## src/common/setm_cfg.svh

```systemverilog
// offsets, field positions and reset values of the state event timer
// assumes inclusion by bare name from the design files
`ifndef SETM_CFG_SVH
`define SETM_CFG_SVH
// sizes
`define SETM_NEV 8
`define SETM_NMR 8
`define SETM_NIN 8
`define SETM_NOUT 8
`define SETM_NDMA 2
// register byte offsets
`define SETM_A_CFG 12'h000
`define SETM_A_CTRL 12'h004
`define SETM_A_CNT 12'h008
`define SETM_A_STATE 12'h00c
`define SETM_A_INPUT 12'h010
`define SETM_A_OUTPUT 12'h014
`define SETM_A_RES 12'h018
`define SETM_A_FLAG 12'h01c
`define SETM_A_INTEN 12'h020
`define SETM_A_ERR 12'h024
`define SETM_A_DMA 12'h028
`define SETM_A_MODE 12'h030
`define SETM_A_LIM 12'h034
`define SETM_A_HALT 12'h038
`define SETM_A_STOP 12'h03c
`define SETM_A_START 12'h040
`define SETM_A_MV 12'h100
`define SETM_A_CAP 12'h140
`define SETM_A_EV 12'h200
`define SETM_A_OUTM 12'h300
// region masks
`define SETM_M_WORD 12'hffc
`define SETM_M_DMA 12'hff8
`define SETM_M_MV 12'hfe0
`define SETM_M_EV 12'hfc0
// config fields
`define SETM_CF_UNI 0
`define SETM_CF_BDL 1
`define SETM_CF_BDH 2
// control fields
`define SETM_CT_STPL 0
`define SETM_CT_HLTL 1
`define SETM_CT_DNL 2
`define SETM_CT_STPH 16
`define SETM_CT_HLTH 17
`define SETM_CT_DNH 18
`define SETM_RST_HALT 1'b1
// event control fields
`define SETM_EC_MSEL 2:0
`define SETM_EC_HEV 3
`define SETM_EC_IOSEL 6:4
`define SETM_EC_IOOUT 7
`define SETM_EC_COND 9:8
`define SETM_EC_CMB 11:10
`define SETM_EC_STLD 12
`define SETM_EC_NXT 14:13
`define SETM_EC_W 15
// capture control high-half select
`define SETM_CP_HI 8
`endif

```

## src/common/setm_pkg.sv

```systemverilog
// types shared by the state event timer modules
// assumes nothing beyond a SystemVerilog compiler
package setm_pkg;
	// how match and io condition combine
	typedef enum logic [1:0] {cmb_or, cmb_match, cmb_io, cmb_and} setm_cmb_t;
	// output set/clear conflict resolution
	typedef enum logic [1:0] {res_none, res_set, res_clr, res_tgl} setm_res_t;
	// io condition
	typedef enum logic [1:0] {cnd_low, cnd_rise, cnd_fall, cnd_high} setm_cnd_t;
endpackage

```

## src/verilog/setm_top.sv

```systemverilog
// state event timer: split or unified counter, events, actions, apb slave
// assumes apb3 master on pclk; in_pins asynchronous to pclk
`timescale 1ns/1ps
`include "setm_cfg.svh"
// Behaviour
// - unified mode runs only on low halt bit
// - compare event fires on selected match equality
// - events fire only in enabled states
// - state-change event loads next state
// - set mask event drives output high
// - clear mask event drives output low
// - toggle event inverts output level
// - limit resets count or reverses direction
// - stop event stops counting, events continue
// - start event resumes a stopped counter
// - halt event halts counter, suppresses its events
// - only software clears a halt
// - dma mask event raises dma request
// - capture event copies counter into register
// - split targets selected half; unified uses low
// - enabled event raises interrupt, sets flag
// - io condition optional; ignored for match-only
// - per-output conflict resolution on set+clear
// - config write while running flags bus error
module setm_top (
	input wire logic pclk,
	input wire logic presetn,
	input wire logic psel,
	input wire logic penable,
	input wire logic pwrite,
	input wire logic [11:0] paddr,
	input wire logic [31:0] pwdata,
	output logic [31:0] prdata,
	output logic pready,
	output logic pslverr,
	input wire logic [`SETM_NIN-1:0] in_pins,
	output logic [`SETM_NOUT-1:0] out_pins,
	output logic [`SETM_NDMA-1:0] dma_req,
	output logic irq
);
	import setm_pkg::*;

	logic unify_reg, bidir_l_reg, bidir_h_reg;
	logic stop_l_reg, halt_l_reg, down_l_reg;
	logic stop_h_reg, halt_h_reg, down_h_reg;
	logic [15:0] cnt_l_reg, cnt_h_reg;
	logic [1:0] state_reg;
	logic [`SETM_NIN-1:0] in_s1_reg, in_s2_reg, in_prev_reg;
	logic [`SETM_NOUT-1:0] out_prev_reg, out_q;
	logic [15:0] res_reg, lim_reg, haltm_reg, stopm_reg, startm_reg;
	logic [`SETM_NEV-1:0] flag_reg, inten_reg, mode_reg;
	logic [1:0] err_reg;
	logic [`SETM_NDMA-1:0] dma_reg;
	logic [31:0] prdata_reg;
	logic [`SETM_NEV-1:0] dmam_reg [`SETM_NDMA];
	logic [31:0] mv_reg [`SETM_NMR];
	logic [8:0] cap_reg [`SETM_NMR];
	logic [3:0] ev_sm_reg [`SETM_NEV];
	logic [`SETM_EC_W-1:0] ev_ct_reg [`SETM_NEV];
	logic [`SETM_NEV-1:0] set_reg [`SETM_NOUT];
	logic [`SETM_NEV-1:0] clr_reg [`SETM_NOUT];
	logic [`SETM_NEV-1:0] fire;
	logic [`SETM_NMR-1:0] meq_l, meq_h, cap_hit;
	logic [`SETM_NOUT-1:0] set_hit, clr_hit;
	logic [`SETM_NDMA-1:0] dma_hit;
	logic ld_any;
	logic [1:0] ld_st;

	// apb decode, zero wait states
	wire [11:0] a = paddr;
	wire wr = psel & penable & pwrite;
	wire rd_setup = psel & ~penable;
	wire s_cfg = a == `SETM_A_CFG;
	wire s_ctrl = a == `SETM_A_CTRL;
	wire s_cnt = a == `SETM_A_CNT;
	wire s_st = a == `SETM_A_STATE;
	wire s_in = a == `SETM_A_INPUT;
	wire s_out = a == `SETM_A_OUTPUT;
	wire s_res = a == `SETM_A_RES;
	wire s_flag = a == `SETM_A_FLAG;
	wire s_ien = a == `SETM_A_INTEN;
	wire s_err = a == `SETM_A_ERR;
	wire s_mode = a == `SETM_A_MODE;
	wire s_lim = a == `SETM_A_LIM;
	wire s_hlt = a == `SETM_A_HALT;
	wire s_stp = a == `SETM_A_STOP;
	wire s_sta = a == `SETM_A_START;
	wire s_dma = (a & `SETM_M_DMA) == `SETM_A_DMA;
	wire s_mv = (a & `SETM_M_MV) == `SETM_A_MV;
	wire s_cap = (a & `SETM_M_MV) == `SETM_A_CAP;
	wire s_ev = (a & `SETM_M_EV) == `SETM_A_EV;
	wire s_om = (a & `SETM_M_EV) == `SETM_A_OUTM;
	wire aligned = a[1:0] == 2'b00;
	wire mapped = aligned & (s_cfg | s_ctrl | s_cnt | s_st | s_in | s_out | s_res
		| s_flag | s_ien | s_err | s_mode | s_lim | s_hlt | s_stp | s_sta
		| s_dma | s_mv | s_cap | s_ev | s_om);
	wire [2:0] ri = a[4:2];
	wire [2:0] ei = a[5:3];

	// writes to config or count while running are refused
	wire cfg_w = wr & mapped & (s_cfg | s_cnt);
	wire err_l_w = cfg_w & ~halt_l_reg;
	wire err_h_w = cfg_w & ~unify_reg & ~halt_h_reg;
	wire refuse = err_l_w | err_h_w;
	wire w_ok = wr & mapped & ~refuse;
	wire cnt_wr = w_ok & s_cnt;
	wire ctrl_wr = w_ok & s_ctrl;
	assign pready = 1'b1;
	assign pslverr = psel & penable & (~mapped | refuse);

	// input synchroniser and edge history
	always_ff @(posedge pclk or negedge presetn)
	begin
		if (!presetn)
		begin
			in_s1_reg <= '0;
			in_s2_reg <= '0;
			in_prev_reg <= '0;
			out_prev_reg <= '0;
		end
		else
		begin
			in_s1_reg <= in_pins;
			in_s2_reg <= in_s1_reg;
			in_prev_reg <= in_s2_reg;
			out_prev_reg <= out_q;
		end
	end

	// match compare and capture per pool register
	wire [31:0] c32 = {cnt_h_reg, cnt_l_reg};
	genvar gi;
	generate
		for (gi = 0; gi < `SETM_NMR; gi++)
		begin : g_mr
			wire [31:0] capv = unify_reg ? c32 : cap_reg[gi][`SETM_CP_HI] ?
				{16'h0000, cnt_h_reg} : {16'h0000, cnt_l_reg};
			assign meq_l[gi] = ~mode_reg[gi] & (unify_reg ? (c32 == mv_reg[gi]) :
				(cnt_l_reg == mv_reg[gi][15:0]));
			assign meq_h[gi] = ~mode_reg[gi] & (cnt_h_reg == mv_reg[gi][31:16]);
			assign cap_hit[gi] = mode_reg[gi] & |(fire & cap_reg[gi][7:0]);
			always_ff @(posedge pclk or negedge presetn)
			begin
				if (!presetn)
					mv_reg[gi] <= 32'h00000000;
				else if (cap_hit[gi])
					mv_reg[gi] <= capv;
				else if (w_ok && s_mv && ri == 3'(gi))
					mv_reg[gi] <= pwdata;
			end
			always_ff @(posedge pclk or negedge presetn)
			begin
				if (!presetn)
					cap_reg[gi] <= 9'h000;
				else if (w_ok && s_cap && ri == 3'(gi))
					cap_reg[gi] <= pwdata[8:0];
			end

		end
	endgenerate

	// event detectors and their per-event registers
	generate
		for (gi = 0; gi < `SETM_NEV; gi++)
		begin : g_ev
			setm_evt u_evt (
				.pclk(pclk),
				.presetn(presetn),
				.smask(ev_sm_reg[gi]),
				.ctrl(ev_ct_reg[gi]),
				.cur_state(state_reg),
				.meq_l(meq_l),
				.meq_h(meq_h),
				.unify(unify_reg),
				.halt_l(halt_l_reg),
				.halt_h(halt_h_reg),
				.io_lvl({out_q, in_s2_reg}),
				.io_prev({out_prev_reg, in_prev_reg}),
				.fire(fire[gi])
			);
			always_ff @(posedge pclk or negedge presetn)
			begin
				if (!presetn)
				begin
					ev_sm_reg[gi] <= 4'h0;
					ev_ct_reg[gi] <= '0;
				end
				else if (w_ok && s_ev && ei == 3'(gi))
				begin
					if (a[2])
						ev_ct_reg[gi] <= pwdata[`SETM_EC_W-1:0];
					else
						ev_sm_reg[gi] <= pwdata[3:0];
				end
			end
		end
	endgenerate

	// output pins with set/clear masks
	generate
		for (gi = 0; gi < `SETM_NOUT; gi++)
		begin : g_out
			assign set_hit[gi] = |(fire & set_reg[gi]);
			assign clr_hit[gi] = |(fire & clr_reg[gi]);
			setm_out u_out (
				.pclk(pclk),
				.presetn(presetn),
				.set_hit(set_hit[gi]),
				.clr_hit(clr_hit[gi]),
				.res(setm_res_t'(res_reg[2*gi+1 -: 2])),
				.wr_en(w_ok & s_out),
				.wr_val(pwdata[gi]),
				.q(out_q[gi])
			);
			always_ff @(posedge pclk or negedge presetn)
			begin
				if (!presetn)
				begin
					set_reg[gi] <= '0;
					clr_reg[gi] <= '0;
				end
				else if (w_ok && s_om && ei == 3'(gi))
				begin
					if (a[2])
						clr_reg[gi] <= pwdata[`SETM_NEV-1:0];
					else
						set_reg[gi] <= pwdata[`SETM_NEV-1:0];
				end
			end
		end
	endgenerate
	assign out_pins = out_q;

	// dma request masks and pulses
	generate
		for (gi = 0; gi < `SETM_NDMA; gi++)
		begin : g_dma
			assign dma_hit[gi] = |(fire & dmam_reg[gi]);
			always_ff @(posedge pclk or negedge presetn)
			begin
				if (!presetn)
					dmam_reg[gi] <= '0;
				else if (w_ok && s_dma && a[2] == 1'(gi))
					dmam_reg[gi] <= pwdata[`SETM_NEV-1:0];
			end
		end
	endgenerate

	// counter actions; high masks ignored in unified mode
	wire lim_l = |(fire & lim_reg[7:0]);
	wire stp_l = |(fire & stopm_reg[7:0]);
	wire sta_l = |(fire & startm_reg[7:0]);
	wire hlt_l = |(fire & haltm_reg[7:0]);
	wire lim_h = ~unify_reg & |(fire & lim_reg[15:8]);
	wire stp_h = ~unify_reg & |(fire & stopm_reg[15:8]);
	wire sta_h = ~unify_reg & |(fire & startm_reg[15:8]);
	wire hlt_h = ~unify_reg & |(fire & haltm_reg[15:8]);

	// low (or unified) counter step; only the low halt gates it when unified
	wire run_l = ~halt_l_reg & ~stop_l_reg;
	wire run_h = ~unify_reg & ~halt_h_reg & ~stop_h_reg;
	wire [31:0] l_cur = unify_reg ? c32 : {16'h0000, cnt_l_reg};
	wire dn_l_nx = bidir_l_reg & (lim_l ? ~down_l_reg :
		(down_l_reg & (l_cur != 32'h00000000)));
	wire [31:0] l_step = (lim_l & ~bidir_l_reg) ? 32'h00000000 :
		dn_l_nx ? (l_cur - 32'h00000001) : (l_cur + 32'h00000001);
	wire dn_h_nx = bidir_h_reg & (lim_h ? ~down_h_reg :
		(down_h_reg & (cnt_h_reg != 16'h0000)));
	wire [15:0] h_step = (lim_h & ~bidir_h_reg) ? 16'h0000 :
		dn_h_nx ? (cnt_h_reg - 16'h0001) : (cnt_h_reg + 16'h0001);
	wire [15:0] cnt_l_next = cnt_wr ? pwdata[15:0] : run_l ? l_step[15:0] : cnt_l_reg;
	wire [15:0] cnt_h_next = cnt_wr ? pwdata[31:16] :
		unify_reg ? (run_l ? l_step[31:16] : cnt_h_reg) :
		run_h ? h_step : cnt_h_reg;

	// stop and halt control: events set, software clears, set wins
	wire stop_l_next = stp_l | (ctrl_wr ? pwdata[`SETM_CT_STPL] : (stop_l_reg & ~sta_l));
	wire halt_l_next = hlt_l | (ctrl_wr ? pwdata[`SETM_CT_HLTL] : halt_l_reg);
	wire stop_h_next = stp_h | (ctrl_wr ? pwdata[`SETM_CT_STPH] : (stop_h_reg & ~sta_h));
	wire halt_h_next = hlt_h | (ctrl_wr ? pwdata[`SETM_CT_HLTH] : halt_h_reg);

	// counter and control flops
	always_ff @(posedge pclk or negedge presetn)
	begin
		if (!presetn)
		begin
			cnt_l_reg <= 16'h0000;
			cnt_h_reg <= 16'h0000;
			down_l_reg <= 1'b0;
			down_h_reg <= 1'b0;
			stop_l_reg <= 1'b0;
			stop_h_reg <= 1'b0;
			halt_l_reg <= `SETM_RST_HALT;
			halt_h_reg <= `SETM_RST_HALT;
		end
		else
		begin
			cnt_l_reg <= cnt_l_next;
			cnt_h_reg <= cnt_h_next;
			down_l_reg <= run_l ? dn_l_nx : down_l_reg;
			down_h_reg <= run_h ? dn_h_nx : down_h_reg;
			stop_l_reg <= stop_l_next;
			stop_h_reg <= stop_h_next;
			halt_l_reg <= halt_l_next;
			halt_h_reg <= halt_h_next;
		end
	end

	// state load, highest-numbered firing event wins
	always_comb
	begin
		ld_any = 1'b0;
		ld_st = state_reg;
		for (int i = 0; i < `SETM_NEV; i++)
			if (fire[i] && ev_ct_reg[i][`SETM_EC_STLD])
			begin
				ld_any = 1'b1;
				ld_st = ev_ct_reg[i][`SETM_EC_NXT];
			end
	end

	// plain configuration and status registers
	always_ff @(posedge pclk or negedge presetn)
	begin
		if (!presetn)
		begin
			{unify_reg, bidir_l_reg, bidir_h_reg} <= 3'h0;
			state_reg <= 2'h0;
			{res_reg, lim_reg, haltm_reg, stopm_reg, startm_reg} <= '0;
			{inten_reg, mode_reg, flag_reg} <= '0;
			err_reg <= 2'h0;
			dma_reg <= '0;
		end
		else
		begin
			if (w_ok && s_cfg)
				{bidir_h_reg, bidir_l_reg, unify_reg} <= pwdata[`SETM_CF_BDH:`SETM_CF_UNI];
			state_reg <= ld_any ? ld_st : (w_ok && s_st) ? pwdata[1:0] : state_reg;
			if (w_ok && s_res) res_reg <= pwdata[15:0];
			if (w_ok && s_lim) lim_reg <= pwdata[15:0];
			if (w_ok && s_hlt) haltm_reg <= pwdata[15:0];
			if (w_ok && s_stp) stopm_reg <= pwdata[15:0];
			if (w_ok && s_sta) startm_reg <= pwdata[15:0];
			if (w_ok && s_ien) inten_reg <= pwdata[`SETM_NEV-1:0];
			if (w_ok && s_mode) mode_reg <= pwdata[`SETM_NEV-1:0];
			// write-one-to-clear, new events win
			flag_reg <= (flag_reg & ~((w_ok && s_flag) ? pwdata[`SETM_NEV-1:0] :
				'0)) | fire;
			err_reg <= (err_reg & ~((wr && mapped && s_err) ? pwdata[1:0] : 2'h0))
				| {err_h_w, err_l_w};
			dma_reg <= dma_hit;
		end
	end
	assign dma_req = dma_reg;
	assign irq = |(flag_reg & inten_reg);

	// read selection, sampled in the setup cycle
	wire [31:0] ctrl_rd = {13'h0000, down_h_reg, halt_h_reg, stop_h_reg,
		13'h0000, down_l_reg, halt_l_reg, stop_l_reg};
	wire [31:0] rd_val = !mapped ? 32'h00000000 :
		s_cfg ? {29'h00000000, bidir_h_reg, bidir_l_reg, unify_reg} :
		s_ctrl ? ctrl_rd :
		s_cnt ? c32 :
		s_st ? {30'h00000000, state_reg} :
		s_in ? {24'h000000, in_s2_reg} :
		s_out ? {24'h000000, out_q} :
		s_res ? {16'h0000, res_reg} :
		s_flag ? {24'h000000, flag_reg} :
		s_ien ? {24'h000000, inten_reg} :
		s_err ? {30'h00000000, err_reg} :
		s_mode ? {24'h000000, mode_reg} :
		s_lim ? {16'h0000, lim_reg} :
		s_hlt ? {16'h0000, haltm_reg} :
		s_stp ? {16'h0000, stopm_reg} :
		s_sta ? {16'h0000, startm_reg} :
		s_dma ? {24'h000000, dmam_reg[a[2]]} :
		s_mv ? mv_reg[ri] :
		s_cap ? {23'h000000, cap_reg[ri]} :
		s_ev ? (a[2] ? {17'h00000, ev_ct_reg[ei]} : {28'h0000000, ev_sm_reg[ei]}) :
		(a[2] ? {24'h000000, clr_reg[ei]} : {24'h000000, set_reg[ei]});
	always_ff @(posedge pclk or negedge presetn)
	begin
		if (!presetn)
			prdata_reg <= 32'h00000000;
		else if (rd_setup)
			prdata_reg <= rd_val;
	end
	assign prdata = prdata_reg;
endmodule // setm_top

```

## src/verilog/setm_evt.sv

```systemverilog
// one event detector: match/io qualification, state gating, halt gating
// assumes synchronised io levels and previous levels from the parent
`timescale 1ns/1ps
`include "setm_cfg.svh"
module setm_evt (
	input wire logic pclk,
	input wire logic presetn,
	input wire logic [3:0] smask,
	input wire logic [`SETM_EC_W-1:0] ctrl,
	input wire logic [1:0] cur_state,
	input wire logic [`SETM_NMR-1:0] meq_l,
	input wire logic [`SETM_NMR-1:0] meq_h,
	input wire logic unify,
	input wire logic halt_l,
	input wire logic halt_h,
	input wire logic [15:0] io_lvl,
	input wire logic [15:0] io_prev,
	output logic fire
);
	import setm_pkg::*;

	// counter half selection, ignored in unified mode
	wire hsel = ctrl[`SETM_EC_HEV] & ~unify;
	wire [3:0] idx = {ctrl[`SETM_EC_IOOUT], ctrl[`SETM_EC_IOSEL]};
	wire meq = hsel ? meq_h[ctrl[`SETM_EC_MSEL]] : meq_l[ctrl[`SETM_EC_MSEL]];
	wire lvl = io_lvl[idx];
	wire prv = io_prev[idx];
	wire setm_cnd_t cnd = setm_cnd_t'(ctrl[`SETM_EC_COND]);
	wire setm_cmb_t cmb = setm_cmb_t'(ctrl[`SETM_EC_CMB]);
	logic iohit;

	// io condition decode
	always_comb
	begin
		unique case (cnd)
			cnd_low: iohit = ~lvl;
			cnd_rise: iohit = lvl & ~prv;
			cnd_fall: iohit = ~lvl & prv;
			cnd_high: iohit = lvl;
		endcase
	end

	// combine, then gate by state enable and halt
	wire cond = (cmb == cmb_match) ? meq :
		(cmb == cmb_io) ? iohit :
		(cmb == cmb_and) ? (meq & iohit) : (meq | iohit);
	wire halted = hsel ? halt_h : halt_l;
	assign fire = smask[cur_state] & ~halted & cond;
endmodule // setm_evt

```

## src/verilog/setm_out.sv

```systemverilog
// one output pin flop with set/clear/conflict handling and software write
// assumes hit signals computed on the same clock
`timescale 1ns/1ps
module setm_out (
	input wire logic pclk,
	input wire logic presetn,
	input wire logic set_hit,
	input wire logic clr_hit,
	input wire setm_pkg::setm_res_t res,
	input wire logic wr_en,
	input wire logic wr_val,
	output logic q
);
	import setm_pkg::*;

	logic q_reg;
	logic q_next;
	logic res_val;

	// conflict resolution value
	always_comb
	begin
		unique case (res)
			res_none: res_val = q_reg;
			res_set: res_val = 1'b1;
			res_clr: res_val = 1'b0;
			res_tgl: res_val = ~q_reg;
		endcase
	end

	// events win over a software write
	assign q_next = (set_hit & clr_hit) ? res_val :
		set_hit ? 1'b1 :
		clr_hit ? 1'b0 :
		wr_en ? wr_val : q_reg;

	// output flop
	always_ff @(posedge pclk or negedge presetn)
	begin
		if (!presetn)
			q_reg <= 1'b0;
		else
			q_reg <= q_next;
	end
	assign q = q_reg;
endmodule // setm_out

```

## config.mk

```make
export PLATFORM = sky130hd
export DESIGN_NAME = setm_top
export DESIGN_NICKNAME = d
export VERILOG_FILES = /design/src/common/setm_pkg.sv /design/src/verilog/setm_top.sv /design/src/verilog/setm_evt.sv /design/src/verilog/setm_out.sv
export VERILOG_INCLUDE_DIRS = /design/src /design/src/common
export SDC_FILE = /design/constraint.sdc
export NUM_CORES = 2
export LEC_CHECK = 0
export ABC_AREA = 1
export BUFFER_PORTS_ARGS = -buffer_cell sky130_fd_sc_hd__buf_4
export CAP_MARGIN = 10
export CORE_MARGIN = 2
export CORE_UTILIZATION = 35
export DETAILED_ROUTE_END_ITERATION = 6
export RECOVER_POWER = 100
export SYNTH_ARGS = -nofsm -noshare
export SYNTH_HDL_FRONTEND = slang
export SYNTH_SLANG_ARGS = --single-unit
```

## constraint.sdc

```tcl
create_clock -name pclk -period 6.35 [get_ports pclk]
set_input_delay 0.635 -clock pclk [delete_from_list [all_inputs] [get_ports pclk]]
set_output_delay 0.635 -clock pclk [all_outputs]
set_load 0.005 [all_outputs]
```

==> results.tsv <==
stage	metric	value	unit
status	outcome	finished, violations left	
status	violated checks	DRC, capacitance limit, slew limit	
place	Final HPWL DP	206	mm
synthesis	post-synthesis sequential area ratio	38.9	%
cells_and_area	share of layout cells above drive strength 1	11.5	%
cells_and_area	final layout net count	7741	
floorplan	Die ar.	159000	sq um
timing	slew margin rel.	-193	%
place	gpl congestion	1.05	
power_and_ir_drop	Reg power frac	42.2	%
routing	detail-routed via count per cell	6.13	
critical_path	CP max stage cell	dfrtp_2	
floorplan	CORE AREA	154000	sq um
global_routing	largest net degree at the start of global routing	166	
critical_path	crit path max fanout	15	
synthesis	Post-synth ARST share	100	%
clock_tree	Clock transition at path regs	0.06	ns
floorplan	io pins	102	
synthesis	share of the synthesized area in the top cell type	38.8	%
synthesis	synth cell count leaders	1,926 x nand2_1, 845 x dfrtp_1, 831 x nand3_1	
global_routing	initial antenna violation count	23	
synthesis	Yosys warning count	0	
synthesis	most numerous cell in the Yosys netlist	nand2_1	
power_and_ir_drop	Lkg Pwr	27.9	nW
routing	1st-iter DRT viols	8542	
power_and_ir_drop	Psw	0.00329	W
synthesis	Mapped Area	54500	sq um
timing	Finish-stage setup viols	0	
global_routing	first-pass GRT wire length	413	mm
routing	DR vias	59900	
floorplan	# rows	144	
clock_tree	H-Tree Level Count	3	
global_routing	GRT overflow	0	
floorplan	die width	399	um
place	placed cells	9550	
timing	setup TNS	0	ns
min_path	Hold Crit Class	in2reg	
synthesis	number of flops mapped to enable cells by yosys	0	
timing	Worst Skew	0.0522	ns
timing	fmax	165	MHz
cells_and_area	number of flip-flops in the largest register	256	
synthesis	top cell type by total area after synthesis	dfrtp_1	
clock_tree	clk buf depth	3	
power_and_ir_drop	combinational power share	5.7	%
critical_path	crit path launch type	flop	
clock_tree	CTS Root Cell	clkbuf_16	
critical_path	Crit path largest cell delay	0.47	ns
routing	first-pass iteration count of the detailed router	7	
global_routing	vias in the first global route	55600	
clock_tree	cts bufs inserted	104	
global_routing	GRT Overall Usage	36.0	%
clock_tree	Clock Latency Late Sink	0.77	ns
floorplan	Die Y	399	um
power_and_ir_drop	Peak supply drop	0.204	mV
power_and_ir_drop	switching portion of total power	25.6	%
cells_and_area	fill cell count	16000	
place	Port Buffers	100	
timing	hold slack	0.0542	ns
critical_path	kind of end point of the critical path	flop	
routing	wire length per cell	30.0	um
timing	final slew viol count	780	
synthesis	ys flop type	dfrtp_1	
synthesis	Synth Instances	7586	
timing	min Tclk post-route	6.06	ns
synthesis	Post-Syn Nets	7689	
timing	Fin. Hold Viols	0	
clock_tree	TritonCTS clock tree	done	
routing	DRC Markers	8	
cells_and_area	Non-Filler Instances	9778	
routing	Routed WL	293	mm
synthesis	largest cells by area after synthesis	dfrtp_1 39%, nand2_1 13%, nand3_1 7.6%	
cells_and_area	area grow syn2layout	14.4	%
power_and_ir_drop	Final Power	0.0129	W
critical_path	CP dominant cell by count	nand2_1	
clock_tree	CTS Sinks	847	
critical_path	Worst Setup Path Type	reg2reg	
timing	Final period util	95.4	%
flow_run	max capacitance violation total	8	
floorplan	Initial Util	35.3	%
critical_path	CP arrival	6.70	ns
critical_path	CP required	6.99	ns
routing	antenna viol nets, final	0	
synthesis	number of synthesized register bits	847	
synthesis	Syn Area/Cell	7.18	sq um
synthesis	Yosys cell types	67	
timing	Worst-Margin Slew	4.39	ns
power_and_ir_drop	power density over cell area	206	nW/um^2
power_and_ir_drop	Clock power frac	52.2	%
power_and_ir_drop	Pint	0.00957	W
==> what timing repair did <==
item	4_1_cts	5_1_grt
endpoints found under the setup margin	3	14
hold endpoints to repair	43	0
buffers inserted	2	16
hold buffers	7	0
gates cloned	0	0
gates resized for setup	3	62
pin swaps	1	7
==> cell families after synthesis <==
family / after synthesis / share of synthesized area [%]
XOR/XNOR: 129 / 2.07
flip-flops: 847 / 38.9
AND/OR/NAND/NOR: 3261 / 25.4
other: 1 / 0.00688
adder cells (fa/ha/maj): 46 / 1.08
AO/OA/AOI/OAI: 2000 / 22.4
buffers and inverters: 1299 / 10.1
multiplexers: 3 / 0.0551
==> area by class of cell <==
| type | count | area, sq um | share of cell area (%) |
|---|---|---|---|
| multi-input cells | 5440 | 28000 | 44.9 |
| flip-flops and latches | 847 | 21200 | 34.0 |
| repair buffers | 508 | 3990 | 6.39 |
| clock buffers | 138 | 2940 | 4.72 |
| inverters | 737 | 2800 | 4.49 |
| well taps | 2044 | 2560 | 4.10 |
| clock inverters | 53 | 835 | 1.34 |
| diodes | 11 | 27.5 | 0.0441 |
==> worst max-delay path: cells and delay by family (launching register included) <==
kind                       cells  cell delay, ns
AOI/OAI and AO/OA              7            1.12
and+or+nand+nor               28            2.64
adders and majority gates      1            0.34
buffers and inverters          8            1.33
DFF                            1            0.47
==> cell usage in the layout, fill, tap and decap left out, types with 45 or more instances in the layout <==
master        n
buf_4       406
nand4_1      55
o21ai_0     775
dfrtp_1     825
xor2_1      101
o21ai_1     170
o211ai_1    219
clkbuf_16   105
o221ai_1    101
a21oi_1     271
nand3_1     828
nand2_1    1911
a221oi_1     52
clkbuf_1     45
o22ai_1     202
inv_1       666
nor2_1      296
inv_2        45
==> through the flow <==
stage	instance area (sq um)	util, %	worst slack [ns]
6_report	62400	40.4	0.295
2_1_floorplan	54500	-	1.12
5_1_grt	62300	40.4	-0.00321
4_1_cts	62200	40.3	0.00624
3_5_place_dp	58300	37.8	-0.0377
3_3_place_gp	58300	37.8	-0.113
==> power groups by stage <==
stage,sequential [W],combinational [W],clock (W)
floorplan,0.00551,0.000272,0
global placement,0.00552,0.000705,0
detailed placement,0.00552,0.000704,0
CTS,0.00542,0.000709,0.00675
global route,0.00542,0.000750,0.00696
finish,0.00542,0.000731,0.00671
==> layer usage <==
| metal | vias up | track usage [%] | wire, um |
|---|---|---|---|
| met4 | 8 | 24.1 | 23700 |
| met3 | 1069 | 10.1 | 35900 |
| met2 | 4202 | 51.9 | 120000 |
| met5 | - | 0 | 48 |
| li1 | 25900 | - | - |
| met1 | 28700 | 46.7 | 113000 |
==> final timing paths <==
kind,depth (start not counted),start,slack (ns),to
min reg2reg,0,in_s1_reg[2],0.35,in_s2_reg[2]
min in group asynchronous,2,presetn,0.56,mv_reg[225]
min,1,in_pins[4],0.05,in_s1_reg[4]
max reg2reg,44,cnt_h_reg[6],0.29,cnt_h_reg[13]
max,44,cnt_h_reg[6],0.29,cnt_h_reg[13]
max in group asynchronous,3,presetn,0.74,cnt_h_reg[11]
Note: power is estimated with default switching activity, not from simulation.
